<file path="src/apc_defs.vh">
// Purpose: constants for the axis position capture block
// Assumes: AXI4-Lite with 32-bit data, one aligned word per register
// Notes: include once; definitions only
`ifndef APC_DEFS_VH
`define APC_DEFS_VH

`define APC_ADDR_W 8
// register byte offsets
`define APC_REG_CTRL 8'h00
`define APC_REG_STAT 8'h04
`define APC_REG_OPEN 8'h08
`define APC_REG_CLOSE 8'h0C
`define APC_REG_POSA 8'h10
`define APC_SECOND_CAPTURED_POSITION 8'h14
`define APC_REG_IRQST 8'h18
`define APC_REG_IRQMSK 8'h1C
`define APC_REG_TARGET 8'h20
`define APC_REG_AFTER 8'h24
`define APC_REG_AXPOS 8'h28
`define APC_REG_DONEA 8'h2C
`define APC_REG_DONEB 8'h30

// control register fields (writes act as commands)
`define APC_CTL_ARMA 0
`define APC_CTL_ARMB 1
`define APC_CTL_WINLO 2
`define APC_CTL_WINHI 3
`define APC_CTL_FALLA 4
`define APC_CTL_FALLB 5
`define APC_CTL_RETGT 6
`define APC_CTL_LINK 7
`define APC_CTL_MOVE 8

// window modes
`define APC_WIN_OFF 2'h0
`define APC_WIN_INCL 2'h1
`define APC_WIN_EXCL 2'h2

// status bits
`define APC_ST_DONEA 0
`define APC_ST_DONEB 1
`define APC_ST_ARMEDA 2
`define APC_ST_ARMEDB 3
`define APC_ST_LINKW 4
`define APC_ST_MOVING 5

// interrupt bits
`define APC_IRQ_W 4
`define APC_IRQ_CAPA 0
`define APC_IRQ_CAPB 1
`define APC_IRQ_REJ 2
`define APC_IRQ_LINK 3

// done flag encodings: cleared 0, captured all ones (-1)
`define APC_DONE_CLR 32'h00000000
`define APC_DONE_SET 32'hFFFFFFFF

// axi responses
`define APC_RESP_OKAY 2'h0
`define APC_RESP_SLVERR 2'h2

// timing: latch within 0.5 us of the edge
`define APC_CLK_NS 8
`define APC_LATCH_NS 500
`define APC_LATCH_CYC ((`APC_LATCH_NS) / (`APC_CLK_NS))

`endif

</file>
<file path="src/apc_axis_capture.v">
// Purpose: position capture with window, retarget and linked start for one axis
// Assumes: registration inputs synchronous to clk; AXI4-Lite register access
// Notes: two independent latches; done flags read as 0 or -1
//
// Implementation choices: the AXI4-Lite slave port and the placing of the registers.
`timescale 1ns/1ps
`default_nettype none
`include "apc_defs.vh"

module apc_axis_capture #(
  parameter POS_W = 32
) (
  input wire clk,
  input wire sys_rst,
  input wire [POS_W-1:0] axisPosition,
  input wire servoTick,
  input wire regInA,
  input wire regInB,
  output reg [POS_W-1:0] moveTarget,
  output wire moveActive,
  output reg linkedStart,
  output wire irq,
  input wire [`APC_ADDR_W-1:0] s_axi_awaddr,
  input wire s_axi_awvalid,
  output wire s_axi_awready,
  input wire [31:0] s_axi_wdata,
  input wire [3:0] s_axi_wstrb,
  input wire s_axi_wvalid,
  output wire s_axi_wready,
  output reg [1:0] s_axi_bresp,
  output reg s_axi_bvalid,
  input wire s_axi_bready,
  input wire [`APC_ADDR_W-1:0] s_axi_araddr,
  input wire s_axi_arvalid,
  output wire s_axi_arready,
  output reg [31:0] s_axi_rdata,
  output reg [1:0] s_axi_rresp,
  output reg s_axi_rvalid,
  input wire s_axi_rready
);

  // window test shared by both channels
  function winPass;
    input [1:0] mode;
    input [POS_W-1:0] pos;
    input [POS_W-1:0] openP;
    input [POS_W-1:0] closeP;
    begin
      case (mode)
        `APC_WIN_INCL: winPass = !($signed(pos) < $signed(openP)) && !($signed(pos) > $signed(closeP));
        `APC_WIN_EXCL: winPass = !($signed(pos) > $signed(openP)) && !($signed(pos) < $signed(closeP));
        default: winPass = 1'b1;
      endcase
    end
  endfunction

  function [31:0] mergeStrb;
    input [31:0] old;
    input [31:0] nw;
    input [3:0] strb;
    integer i;
    begin
      mergeStrb = old;
      for (i = 0; i < 4; i = i + 1) begin
        if (strb[i]) begin
          mergeStrb[i*8 +: 8] = nw[i*8 +: 8];
        end
      end
    end
  endfunction

  // bus write path
  reg [`APC_ADDR_W-1:0] awAddr_ff;
  reg awHave_ff;
  reg [31:0] wData_ff;
  reg [3:0] wStrb_ff;
  reg wHave_ff;
  wire wrFire = awHave_ff && wHave_ff && !s_axi_bvalid;
  assign s_axi_awready = !awHave_ff && !s_axi_bvalid;
  assign s_axi_wready = !wHave_ff && !s_axi_bvalid;

  reg [POS_W-1:0] openPos_ff;
  reg [POS_W-1:0] closePos_ff;
  reg [POS_W-1:0] afterDist_ff;
  reg [`APC_IRQ_W-1:0] irqStat_ff;
  reg [`APC_IRQ_W-1:0] irqMask_ff;
  reg [1:0] winMode_ff;
  reg fallA_ff;
  reg fallB_ff;
  reg retargetEn_ff;
  reg linkArm_ff;
  reg moving_ff;

  wire isCtrl = wrFire && awAddr_ff == `APC_REG_CTRL;
  wire armA = isCtrl && wData_ff[`APC_CTL_ARMA];
  wire armB = isCtrl && wData_ff[`APC_CTL_ARMB];
  wire mapped = awAddr_ff == `APC_REG_CTRL || awAddr_ff == `APC_REG_OPEN || awAddr_ff == `APC_REG_CLOSE ||
    awAddr_ff == `APC_REG_IRQST || awAddr_ff == `APC_REG_IRQMSK || awAddr_ff == `APC_REG_TARGET ||
    awAddr_ff == `APC_REG_AFTER;

  always @(posedge clk or posedge sys_rst) begin
    if (sys_rst) begin
      awAddr_ff <= {`APC_ADDR_W{1'b0}};
      awHave_ff <= 1'b0;
      wData_ff <= 32'h00000000;
      wStrb_ff <= 4'h0;
      wHave_ff <= 1'b0;
      s_axi_bvalid <= 1'b0;
      s_axi_bresp <= `APC_RESP_OKAY;
    end else begin
      if (s_axi_awvalid && s_axi_awready) begin
        awAddr_ff <= s_axi_awaddr;
        awHave_ff <= 1'b1;
      end
      if (s_axi_wvalid && s_axi_wready) begin
        wData_ff <= s_axi_wdata;
        wStrb_ff <= s_axi_wstrb;
        wHave_ff <= 1'b1;
      end
      if (wrFire) begin
        awHave_ff <= 1'b0;
        wHave_ff <= 1'b0;
        s_axi_bvalid <= 1'b1;
        s_axi_bresp <= mapped ? `APC_RESP_OKAY : `APC_RESP_SLVERR;
      end else if (s_axi_bvalid && s_axi_bready) begin
        s_axi_bvalid <= 1'b0;
      end
    end
  end

  // two latch channels
  reg armedA_ff;
  reg armedB_ff;
  reg doneA_ff;
  reg doneB_ff;
  reg prevA_ff;
  reg prevB_ff;
  reg [POS_W-1:0] rawA_ff;
  reg [POS_W-1:0] rawB_ff;
  reg pendA_ff;
  reg pendB_ff;
  reg [POS_W-1:0] posA_ff;
  reg [POS_W-1:0] posB_ff;

  wire edgeA = fallA_ff ? (prevA_ff && !regInA) : (!prevA_ff && regInA);
  wire edgeB = fallB_ff ? (prevB_ff && !regInB) : (!prevB_ff && regInB);
  wire hitA = edgeA && armedA_ff && !pendA_ff;
  wire hitB = edgeB && armedB_ff && !pendB_ff;
  // judged on the servo tick after the latch
  wire judgeA = pendA_ff && servoTick;
  wire judgeB = pendB_ff && servoTick;
  wire passA = winPass(winMode_ff, rawA_ff, openPos_ff, closePos_ff);
  wire passB = winPass(winMode_ff, rawB_ff, openPos_ff, closePos_ff);
  wire acceptA = judgeA && passA;
  wire acceptB = judgeB && passB;
  wire rejectEv = (judgeA && !passA) || (judgeB && !passB);

  always @(posedge clk or posedge sys_rst) begin
    if (sys_rst) begin
      prevA_ff <= 1'b0;
      prevB_ff <= 1'b0;
      armedA_ff <= 1'b0;
      armedB_ff <= 1'b0;
      doneA_ff <= 1'b0;
      doneB_ff <= 1'b0;
      pendA_ff <= 1'b0;
      pendB_ff <= 1'b0;
      rawA_ff <= {POS_W{1'b0}};
      rawB_ff <= {POS_W{1'b0}};
      posA_ff <= {POS_W{1'b0}};
      posB_ff <= {POS_W{1'b0}};
    end else begin
      prevA_ff <= regInA;
      prevB_ff <= regInB;
      if (hitA) begin
        rawA_ff <= axisPosition;
        pendA_ff <= 1'b1;
        armedA_ff <= 1'b0;
      end
      if (judgeA) begin
        pendA_ff <= 1'b0;
        if (passA) begin
          doneA_ff <= 1'b1;
          posA_ff <= rawA_ff;
        end else begin
          armedA_ff <= 1'b1;
        end
      end
      // arm clears done and arms latch
      if (armA) begin
        doneA_ff <= 1'b0;
        armedA_ff <= 1'b1;
        pendA_ff <= 1'b0;
      end
      if (hitB) begin
        rawB_ff <= axisPosition;
        pendB_ff <= 1'b1;
        armedB_ff <= 1'b0;
      end
      if (judgeB) begin
        pendB_ff <= 1'b0;
        if (passB) begin
          doneB_ff <= 1'b1;
          posB_ff <= rawB_ff;
        end else begin
          armedB_ff <= 1'b1;
        end
      end
      if (armB) begin
        doneB_ff <= 1'b0;
        armedB_ff <= 1'b1;
        pendB_ff <= 1'b0;
      end
    end
  end

  // config, move, link, interrupts
  wire [`APC_IRQ_W-1:0] irqEvents = {hitA && linkArm_ff, rejectEv, acceptB, acceptA};
  assign irq = |(irqStat_ff & irqMask_ff);
  assign moveActive = moving_ff;

  always @(posedge clk or posedge sys_rst) begin
    if (sys_rst) begin
      openPos_ff <= {POS_W{1'b0}};
      closePos_ff <= {POS_W{1'b0}};
      afterDist_ff <= {POS_W{1'b0}};
      irqStat_ff <= {`APC_IRQ_W{1'b0}};
      irqMask_ff <= {`APC_IRQ_W{1'b0}};
      winMode_ff <= `APC_WIN_OFF;
      fallA_ff <= 1'b0;
      fallB_ff <= 1'b0;
      retargetEn_ff <= 1'b0;
      linkArm_ff <= 1'b0;
      moving_ff <= 1'b0;
      moveTarget <= {POS_W{1'b0}};
      linkedStart <= 1'b0;
    end else begin
      linkedStart <= 1'b0;
      if (wrFire && awAddr_ff == `APC_REG_OPEN) begin
        openPos_ff <= mergeStrb(openPos_ff, wData_ff, wStrb_ff);
      end
      if (wrFire && awAddr_ff == `APC_REG_CLOSE) begin
        closePos_ff <= mergeStrb(closePos_ff, wData_ff, wStrb_ff);
      end
      if (wrFire && awAddr_ff == `APC_REG_AFTER) begin
        afterDist_ff <= mergeStrb(afterDist_ff, wData_ff, wStrb_ff);
      end
      if (wrFire && awAddr_ff == `APC_REG_TARGET) begin
        moveTarget <= mergeStrb(moveTarget, wData_ff, wStrb_ff);
      end
      if (wrFire && awAddr_ff == `APC_REG_IRQMSK) begin
        irqMask_ff <= wData_ff[`APC_IRQ_W-1:0];
      end
      // set wins over write-one-to-clear
      if (wrFire && awAddr_ff == `APC_REG_IRQST) begin
        irqStat_ff <= (irqStat_ff & ~wData_ff[`APC_IRQ_W-1:0]) | irqEvents;
      end else begin
        irqStat_ff <= irqStat_ff | irqEvents;
      end
      if (isCtrl) begin
        winMode_ff <= wData_ff[`APC_CTL_WINHI:`APC_CTL_WINLO];
        fallA_ff <= wData_ff[`APC_CTL_FALLA];
        fallB_ff <= wData_ff[`APC_CTL_FALLB];
        retargetEn_ff <= wData_ff[`APC_CTL_RETGT];
        linkArm_ff <= wData_ff[`APC_CTL_LINK];
        if (wData_ff[`APC_CTL_MOVE]) begin
          moving_ff <= 1'b1;
        end
      end else begin
        // slave starts on master edge itself
        if (linkArm_ff && hitA) begin
          linkedStart <= 1'b1;
          linkArm_ff <= 1'b0;
        end
        if (acceptA && retargetEn_ff && moving_ff) begin
          moveTarget <= rawA_ff + afterDist_ff;
          retargetEn_ff <= 1'b0;
        end
        // move ends when the axis reaches its target
        if (moving_ff && axisPosition == moveTarget) begin
          moving_ff <= 1'b0;
        end
      end
    end
  end

  // bus read path
  assign s_axi_arready = !s_axi_rvalid;
  reg [31:0] rdMux;
  reg rdOk;
  always @* begin
    rdMux = 32'h00000000;
    rdOk = 1'b1;
    case (s_axi_araddr)
      `APC_REG_CTRL: begin
        rdMux[`APC_CTL_WINHI:`APC_CTL_WINLO] = winMode_ff;
        rdMux[`APC_CTL_FALLA] = fallA_ff;
        rdMux[`APC_CTL_FALLB] = fallB_ff;
        rdMux[`APC_CTL_RETGT] = retargetEn_ff;
        rdMux[`APC_CTL_LINK] = linkArm_ff;
      end
      `APC_REG_STAT: begin
        rdMux[`APC_ST_DONEA] = doneA_ff;
        rdMux[`APC_ST_DONEB] = doneB_ff;
        rdMux[`APC_ST_ARMEDA] = armedA_ff || pendA_ff;
        rdMux[`APC_ST_ARMEDB] = armedB_ff || pendB_ff;
        rdMux[`APC_ST_LINKW] = linkArm_ff;
        rdMux[`APC_ST_MOVING] = moving_ff;
      end
      `APC_REG_OPEN: rdMux = openPos_ff;
      `APC_REG_CLOSE: rdMux = closePos_ff;
      `APC_REG_POSA: rdMux = posA_ff;
      `APC_SECOND_CAPTURED_POSITION: rdMux = posB_ff;
      `APC_REG_IRQST: rdMux[`APC_IRQ_W-1:0] = irqStat_ff;
      `APC_REG_IRQMSK: rdMux[`APC_IRQ_W-1:0] = irqMask_ff;
      `APC_REG_TARGET: rdMux = moveTarget;
      `APC_REG_AFTER: rdMux = afterDist_ff;
      `APC_REG_AXPOS: rdMux = axisPosition;
      // flag words read 0 or -1
      `APC_REG_DONEA: rdMux = doneA_ff ? `APC_DONE_SET : `APC_DONE_CLR;
      `APC_REG_DONEB: rdMux = doneB_ff ? `APC_DONE_SET : `APC_DONE_CLR;
      default: rdOk = 1'b0;
    endcase
  end

  always @(posedge clk or posedge sys_rst) begin
    if (sys_rst) begin
      s_axi_rvalid <= 1'b0;
      s_axi_rdata <= 32'h00000000;
      s_axi_rresp <= `APC_RESP_OKAY;
    end else if (s_axi_arvalid && s_axi_arready) begin
      s_axi_rvalid <= 1'b1;
      s_axi_rdata <= rdMux;
      s_axi_rresp <= rdOk ? `APC_RESP_OKAY : `APC_RESP_SLVERR;
    end else if (s_axi_rvalid && s_axi_rready) begin
      s_axi_rvalid <= 1'b0;
    end
  end

endmodule
`default_nettype wire

</file>
<file path="config.mk">
export PLATFORM = sky130hd
export DESIGN_NAME = apc_axis_capture
export DESIGN_NICKNAME = d
export VERILOG_FILES = /design/src/apc_axis_capture.v
export VERILOG_INCLUDE_DIRS = /design/src
export SDC_FILE = /design/constraint.sdc
export NUM_CORES = 1
export LEC_CHECK = 0
export BUFFER_PORTS_ARGS = -buffer_cell sky130_fd_sc_hd__buf_2
export CORE_MARGIN = 1.5
export CORE_UTILIZATION = 61
export CTS_CLUSTER_SIZE = 16
export DETAILED_ROUTE_END_ITERATION = 12
export GPL_ROUTABILITY_DRIVEN = 1
export PLACE_DENSITY = 0.81
export SETUP_SLACK_MARGIN = 0.02
export SLEW_MARGIN = 20
export SYNTH_ARGS = -nofsm -noshare
export SYNTH_HDL_FRONTEND = slang
export SYNTH_SLANG_ARGS = --single-unit
</file>
<file path="constraint.sdc">
create_clock -name clk -period 14.52 [get_ports clk]
set_input_delay 2.904 -clock clk [delete_from_list [all_inputs] [get_ports clk]]
set_output_delay 2.904 -clock clk [all_outputs]
set_load 0.1 [all_outputs]
</file>
Yosys cells after proc, flatten, opt, wreduce, memory -nomap -nowiden:

Index checks and enable logic that the tools add are counted.

* register bits: 364
* output and inout port bits: 76
* input bits: 94
* word-level logic and storage cells: 242

* eq/ne operators: 22
* multiplexer cells: 59
* bitwise operators: 5
* add/sub/neg operators: 1
* $lt $le $gt $ge: 8
* reduce and logical (&&, ||, !) cells: 103

Operators with widths (count)
* 24-bit case mux with 9 select lines: 1
* 32-bit 2-to-1 mux: 5
* 32-bit > comparator: 4
* 32-bit less-than comparator: 4
* 8-bit by 6-bit equality test with 1-bit output, second input constant: 7
* 8-bit by 5-bit equality test with 1-bit output, second input constant: 6
* 1-bit logical AND: 40
* 1-bit 2-to-1 mux: 40
* 2-bit AND reduction: 17
* 32-bit adder: 1
* 32-bit equality test: 1
* 8-bit by 4-bit equality test with 1-bit output, second input constant: 4
* 8-bit 2-to-1 mux: 4
* 2-bit case mux with 13 select lines: 1
* 2-bit case mux with 12 select lines: 1
* 2-bit case mux with 11 select lines: 1
* 2-bit nonzero test: 11
* 1-bit zero test: 20
* 2-bit case mux with 10 select lines: 1
* 8-bit zero test: 2
* 13-bit OR reduction: 1
* 1-bit logical OR: 9
* 4-bit bitwise AND: 2
* 8-bit by 3-bit equality test with 1-bit output, second input constant: 1
* other kinds (10): 14

Longest topological paths before layout:

Gate-level depths: netlist of the first run.

* depth in word-level cells: 9
* depth in mapped cells: 14
* depth with buffers taken out: 13

Worst setup path before layout of the first run:

OpenSTA, ideal clock, no wires.

* path kind: register -> output
* start: register s_axi_bvalid
* end: output s_axi_wready
* arrival time: 2194 ps
* cell stages (with the launch flop): 2
* setup slack: 9422 ps
* cells stage by stage: dfrtp_1 > nor2_1

* cells in the longest elaborated chain, start to end: 2

RTL lines
* start, declared: line apc_axis_capture.v:31 `output reg s_axi_bvalid,`
* start signal, assigned: line apc_axis_capture.v:108 `s_axi_bvalid <= 1'b0;`
* start signal, assigned: line apc_axis_capture.v:123 `s_axi_bvalid <= 1'b1;`
* start signal, assigned: line apc_axis_capture.v:126 `s_axi_bvalid <= 1'b0;`
* 1-bit zero test: line apc_axis_capture.v:80 `assign s_axi_wready = !wHave_ff && !s_axi_bvalid;`
* 1-bit logical AND: line apc_axis_capture.v:80
* end, declared: line apc_axis_capture.v:29 `output wire s_axi_wready,`

Every way passes these cells.

Worst setup path after layout of the first run:

* start: register rawA_ff[31]
* end: register moveTarget[8]

* cells in the longest elaborated chain, start to end: 9

RTL lines
* start, declared: line apc_axis_capture.v:138 `reg [POS_W-1:0] rawA_ff;`
* start signal, assigned: line apc_axis_capture.v:168 `rawA_ff <= {POS_W{1'b0}};`
* start signal, assigned: line apc_axis_capture.v:176 `rawA_ff <= axisPosition;`
* 32-bit > comparator (tied with other cells): line apc_axis_capture.v:51 `` `APC_WIN_EXCL: winPass = !($signed(pos) > $signed(openP)) && !($signed(pos) < $signed(closeP)); ``
* 1-bit zero test, on equally long branches: line apc_axis_capture.v:51, apc_axis_capture.v:50
* 1-bit logical AND, on equally long branches: line apc_axis_capture.v:51, apc_axis_capture.v:50
* 1-bit case mux with 2 select lines (*): line apc_axis_capture.v:49 `case (mode)`
* 1-bit logical AND (*): line apc_axis_capture.v:154 `wire acceptA = judgeA && passA;`
* 1-bit logical AND (*) (2 in series): line apc_axis_capture.v:275 `if (acceptA && retargetEn_ff && moving_ff) begin`
* 32-bit 2-to-1 mux (*): line apc_axis_capture.v:275
* 32-bit 2-to-1 mux (*): line apc_axis_capture.v:260 `if (isCtrl) begin`
* end signal, assigned: line apc_axis_capture.v:235 `moveTarget <= {POS_W{1'b0}};`
* end signal, assigned: line apc_axis_capture.v:249 `moveTarget <= mergeStrb(moveTarget, wData_ff, wStrb_ff);`
* end signal, assigned: line apc_axis_capture.v:276 `moveTarget <= rawA_ff + afterDist_ff;`
* end, declared: line apc_axis_capture.v:19 `output reg [POS_W-1:0] moveTarget,`

Every way passes the cells marked *; elsewhere a longest branch is shown, timed or not.
A chain may end at the register's enable or synchronous reset.

==> results of run 1 <==
## worst register-to-register path: cells and delay by family (launching register included)
| family | cells | cell delay (ps) |
|---|---|---|
| AOI/OAI and AO/OA | 3 | 1120 |
| DFF | 1 | 460 |
| buffers and inverters | 1 | 540 |
| adders and majority gates | 1 | 450 |
| and+or+nand+nor | 5 | 1820 |
| muxes | 1 | 260 |
## layer usage
layer,share of wire,GRT usage,vias up
li1,-,-,6900
met1,0.41,0.4985,7893
met2,0.46,0.5918,856
met3,0.091,0.06758,179
met4,0.040,0.1551,0
met5,0,0,-
## cells in the mapped netlist (all sizes together), types with 4 or more instances
| master | instances |
|---|---|
| nor3b | 5 |
| o21bai | 6 |
| mux2i | 62 |
| xor2 | 49 |
| or4 | 4 |
| a21oi | 71 |
| a21boi | 4 |
| clkbuf | 44 |
| or2 | 7 |
| xnor2 | 13 |
| nor2b | 16 |
| nand4 | 37 |
| mux2 | 272 |
| nor4 | 11 |
| a31oi | 34 |
| nand2 | 80 |
| a22o | 30 |
| nor3 | 12 |
| a22oi | 18 |
| a222oi | 28 |
| a221oi | 33 |
| o41ai | 4 |
| nor2 | 82 |
| o21ai | 41 |
| buf | 17 |
| nand3 | 20 |
| a211oi | 9 |
| dfrtp | 362 |
| inv | 90 |
| o21a | 12 |
| ha | 161 |
| a21o | 60 |
| nand3b | 5 |
## logic make-up after synthesis
group | Yosys count | synth area share
AOI/OAI and AO/OA | 381 | 0.1368
xor gates and xnor gates | 62 | 0.02699
adders and majority gates | 162 | 0.1011
buffers and inverters | 151 | 0.03016
DFF | 362 | 0.4503
muxes | 334 | 0.1831
other | 1 | 0.0001864
and+or+nand+nor | 295 | 0.07134
## report_power, final
group | switching (mW) | internal, mW | leakage [nW] | total (mW)
Sequential | 0.434 | 1.34 | 4.60 | 1.78
Combinational | 1.32 | 0.746 | 5.43 | 2.07
Clock | 0.414 | 0.702 | 0.708 | 1.12
Total | 2.17 | 2.79 | 10.7 | 4.96
## flip-flops by register name (all words and copies together) (netlist names), 32 cells and up
register,cells
afterDist_ff,32
closePos_ff,32
moveTarget,32
openPos_ff,32
posA_ff,32
posB_ff,32
rawA_ff,32
rawB_ff,32
s_axi_rdata,32
wData_ff,32
## final timing paths
kind                                            startpoint                            to  slack, ps  depth (start not counted)
worst max-delay path               rawA_ff[31]$_DFFE_PP0P_       moveTarget[8]$_DFF_PP0_       9790                         11
worst min-delay path            s_axi_bresp[1]$_DFFE_PP0P_    s_axi_bresp[1]$_DFFE_PP0P_        480                          2
worst max register to register     rawA_ff[31]$_DFFE_PP0P_       moveTarget[8]$_DFF_PP0_       9790                         11
worst min register to register  s_axi_bresp[1]$_DFFE_PP0P_    s_axi_bresp[1]$_DFFE_PP0P_        480                          2
max in group asynchronous                          sys_rst  afterDist_ff[10]$_DFFE_PP0P_      10680                          3
min in group asynchronous                          sys_rst  afterDist_ff[28]$_DFFE_PP0P_       2490                          2
## cell type report
class	instances	area, µm²	area share
Timing Repair Buffer	189	1008	0.04401
Sequential cell	362	9059	0.3953
Inverter	90	350.3	0.01529
Clock inverter	13	272.8	0.01190
Tap cell	442	553.0	0.02414
Clock buffer	59	1174	0.05122
Multi-Input combinational cell	1236	10500	0.4581
## through the flow
step                      instances  utilization  power (mW)  setup slack (ps)
after floorplan                1749            -       3.206              1569
after global placement         2319       0.6594       3.750              9581
after detailed placement       2319       0.6594       3.810              9527
after CTS                      2391       0.7039       4.937              9920
after global routing           2391       0.7042       5.215              9715
final                          2391       0.7042       4.962              9787
==> impl_metrics.csv, run 1 <==
group,metric,value,unit
power_and_ir_drop,power_leakage,10.74,nW
sta,fin_skew,19.02,ps
synthesis,synthTopCellsByArea,"dfrtp_1 (45%), mux2_2 (15%), ha_1 (10%)",
clocking,clk_latency,540,ps
worst_setup_path,critPathKind,"reg -> reg",
routing,drcViolationCount,0,
power_and_ir_drop,power_density,216.6,nW/µm²
worst_setup_path,crit_path_top_delay_cell,"and4b_2",
grt,grt_pass1_vias,15900,
sta,tightest_slew,1131,ps
placed_design,dp_hpwl,42320,µm
sta,slew_headroom,0.2401,
floorplan,coreArea,32540,µm²
routing,drt_iter0_drc,1334,
finish,final_cell_mix,"dfrtp_1 (362), mux2_2 (272), buf_2 (167)",
grt,grt_pass1_wl,94260,µm
sta,whs,482.7,ps
clocking,cts_buffers,40,
grt,antenna_found_initial,0,
worst_setup_path,worstPathRequired,14970,ps
worst_hold_path,hold_class,"reg -> reg",
power_and_ir_drop,peakVddDrop,172.1,µV
sta,setup_tns,0,ps
clocking,clk_pin_slew,60,ps
placed_design,portBuffers,167,
synthesis,yosys_most_used_dff,"dfrtp_1",
clocking,htree_levels,2,
sta,fmax,211.3,MHz
floorplan,die-area,34080,µm²
run,maxCapViolCount,0,
routing,wire_per_inst,25.90,µm
sta,hold_viol_final,0,
finish,nets,2175,
finish,drive_gt1_frac,0.2822,
floorplan,rows,66,
floorplan,chipHeight,184.6,µm
synthesis,synth-seq-cells,362,
worst_setup_path,cp_slowest_stage_delay,680,ps
sta,timing.final.crit_period,4733,ps
worst_setup_path,cp.arrival,5180,ps
sta,drv_slew,0,
clocking,cts_hold_buf,0,
routing,ant_nets,0,
synthesis,async_flop_share,1.000,
routing,routed_via_density,6.620,
worst_setup_path,path_buf_inv,1,
synthesis,ys_types,72,
placed_design,gp_congestion,1.001,
sta,setup_viol,0,
routing,dr.pass1.iters,8,
routing,vias,15830,
worst_setup_path,path_cells,"ha_1 > nand4_1 > or2_0 > or3_1 > a311oi_2 > nor3_1 > o41a_1 > a21oi_4 > and4b_2 > buf_4 > mux2i_1",
synthesis,synth.top_cell.area_share,0.4503,
outcome,status,"finished clean",
grt,grtUsageTotal,0.3708,
clocking,cts.path.max_buffers,3,
synthesis,syn_area,20120,µm²
clocking,cts_tree,"done",
grt,grt_max_degree,144,
worst_setup_path,cpLargestDelayFamily,"simple AND/OR/NAND/NOR gates",
synthesis,avgSynthCellArea,11.51,µm²
routing,wl,61920,µm
synthesis,synth-edff-count,0,
clocking,clockRootBuffer,"clkbuf_16",
finish,synthToLayoutAreaGrowth,13.90,%
synthesis,synth_top_area_cell,"dfrtp_1",
worst_setup_path,cp_max_fo,20,
finish,fillers,2417,
floorplan,pin_count,170,
synthesis,yosysWarnings,0,
clocking,cts_resized,0,
worst_setup_path,startpoint_type,"register",
clocking,clock-sinks,362,
grt,grt-ovfl-total,0,
sta,fin_crit_sh,0.3260,
worst_setup_path,critPathCaptureType,"register",
finish,fin_area,22910,µm²
synthesis,syn_inst,1748,
clocking,postCtsSetupBuffers,0,
floorplan,initial_core_util,0.6183,
finish,diodes,0,
synthesis,synth_seq_area_share,0.4503,
sta,rsz0062_at_grt,"false",
placed_design,place_area,21450,µm²
floorplan,die_x,184.6,µm
finish,layout_commonest_cell,"dfrtp_1",
Power figures use the tool's default switching activity.
==> inputs of run 2 (changes only) <==
Settings changed: CORE_UTILIZATION 61 to 55, PLACE_DENSITY 0.81 to 0.77.
Clock period 14.52 ns to 3.8 ns, I/O delays scaled along.
==> impl_metrics.csv, run 2 (same netlist as run 1, synthesis figures left out) <==
group,metric,value,unit
clocking,clock-sinks,362,
power_and_ir_drop,peakVddDrop,833.5,µV
worst_setup_path,critPathCaptureType,"register",
placed_design,place_area,21880,µm²
routing,drcViolationCount,0,
sta,slew_headroom,0.3541,
clocking,clockRootBuffer,"clkbuf_16",
worst_setup_path,r2r-start,"rawA_ff[21]$_DFFE_PP0P_",
worst_setup_path,rr_endpoint,"moveTarget[29]$_DFF_PP0_",
routing,wl,65790,µm
worst_hold_path,hold_class,"in -> async",
finish,fin_area,23360,µm²
power_and_ir_drop,total_power,19.20,mW
finish,layout_commonest_cell,"dfrtp_1",
clocking,cts_hold_buf,0,
grt,grt_pass1_wl,100600,µm
clocking,clk_latency,570,ps
grt,grt_max_degree,64,
clocking,cts.path.max_buffers,3,
run,maxCapViolCount,0,
routing,routed_via_density,6.584,
floorplan,chipHeight,194.3,µm
sta,drv_slew,0,
sta,fin_skew,16.31,ps
worst_setup_path,reg2regPathDepth,11,
sta,fmax,274.1,MHz
routing,drt_iter0_drc,1697,
power_and_ir_drop,power_density,822.1,nW/µm²
grt,grt_pass1_vias,16550,
finish,synthToLayoutAreaGrowth,16.12,%
worst_setup_path,cp.arrival,4130,ps
routing,dr.pass1.iters,6,
sta,rsz0062_at_grt,"true",
clocking,clk_pin_slew,60,ps
worst_setup_path,critPathKind,"reg -> reg",
floorplan,coreArea,35830,µm²
clocking,htree_levels,2,
finish,utilization,0.6520,
placed_design,portBuffers,167,
grt,antenna_found_initial,0,
placed_design,gp_congestion,0.9947,
sta,hold_viol_final,0,
sta,timing.final.crit_period,3648,ps
floorplan,die-area,37730,µm²
routing,ant_nets,0,
floorplan,pin_count,170,
finish,nets,2221,
floorplan,initial_core_util,0.5615,
outcome,status,"finished clean",
grt,grt-ovfl-total,0,
sta,tightest_slew,966.9,ps
clocking,postCtsSetupBuffers,0,
routing,wire_per_inst,26.78,µm
power_and_ir_drop,power_leakage,10.98,nW
worst_setup_path,startpoint_type,"register",
sta,setup_viol,0,
finish,final_cell_mix,"dfrtp_1 (362), mux2_2 (272), buf_2 (167)",
finish,drive_gt1_frac,0.3006,
worst_setup_path,worstPathRequired,4280,ps
routing,vias,16180,
floorplan,die_x,194.3,µm
clocking,cts_buffers,41,
clocking,cts_resized,0,
floorplan,rows,69,
sta,fin_crit_sh,0.9600,
worst_setup_path,r2r_setup_slack,150,ps
clocking,cts_tree,"done",
worst_setup_path,cp_max_fo,14,
grt,grtUsageTotal,0.3515,
placed_design,dp_hpwl,46690,µm
sta,whs,228.2,ps
finish,diodes,0,
[run 2: changes by cell type in the layout (fill, tap and decap cells not counted), moves of 2 or more]
cell,previous run,this run
buf_4,20,59
buf_12,0,7
bufinv_16,8,5
clkbuf_1,10,7
clkbuf_16,41,44
clkinv_2,3,6
buf_6,2,0
clkinvlp_4,0,2
[run 2: stage by stage]
stage,setup TNS (ps),instances,setup slack (ps)
2_1_floorplan,-656760,1749,-1814
3_3_place_gp,0,2381,321.0
3_5_place_dp,0,2381,209.9
4_1_cts,0,2455,148.9
5_1_grt,0,2457,25.51
6_report,0,2457,152.0
[run 2: cell type report]
type,instances,area (µm²)
Clock buffer,58,1212
Clock inverter,16,225.2
Fill cell,2698,12470
Inverter,90,341.6
Multi-Input combinational cell,1236,10500
Sequential cell,362,9059
Tap cell,461,576.8
Timing Repair Buffer,234,1444
[run 2: critical path, stage by stage (launching register included)]
cell and delay, ps:
dfrtp_1 440, ha_1 320, a21o_1 180, a21o_1 170
a211oi_1 470, o221ai_1 250, o221a_2 330, o41a_1 420
a21oi_4 160, and4b_2 360, buf_12 230, mux2i_1 220
[run 2: worst max-delay path by stage]
stage / startpoint / to / slack [ps] / depth (start not counted)
final: rawA_ff[21]$_DFFE_PP0P_ / moveTarget[29]$_DFF_PP0_ / 150 / 11
after global routing: closePos_ff[30]$_DFFE_PP0P_ / moveTarget[8]$_DFF_PP0_ / 30 / 12
after CTS: closePos_ff[1]$_DFFE_PP0P_ / moveTarget[29]$_DFF_PP0_ / 150 / 14
after detailed placement: closePos_ff[1]$_DFFE_PP0P_ / moveTarget[29]$_DFF_PP0_ / 210 / 14
after global placement: closePos_ff[21]$_DFFE_PP0P_ / moveTarget[22]$_DFF_PP0_ / 320 / 12
after floorplan: sys_rst / afterDist_ff[0]$_DFFE_PP0P_ / -1810 / 1
[run 2: where the power goes]
part | internal (mW) | switching (mW) | total [mW] | leakage (nW)
registers | 5.13 | 1.72 | 6.85 | 4.60
clock network | 2.57 | 1.66 | 4.24 | 0.709
logic | 2.97 | 5.15 | 8.12 | 5.68
[run 2: routing by layer]
layer | share of wire | track usage | up-vias
li1 | - | - | 6994
met1 | 0.42 | 0.4837 | 8174
met2 | 0.45 | 0.5490 | 813
met3 | 0.087 | 0.06505 | 197
met4 | 0.043 | 0.1453 | 0
met5 | 0 | 0 | -
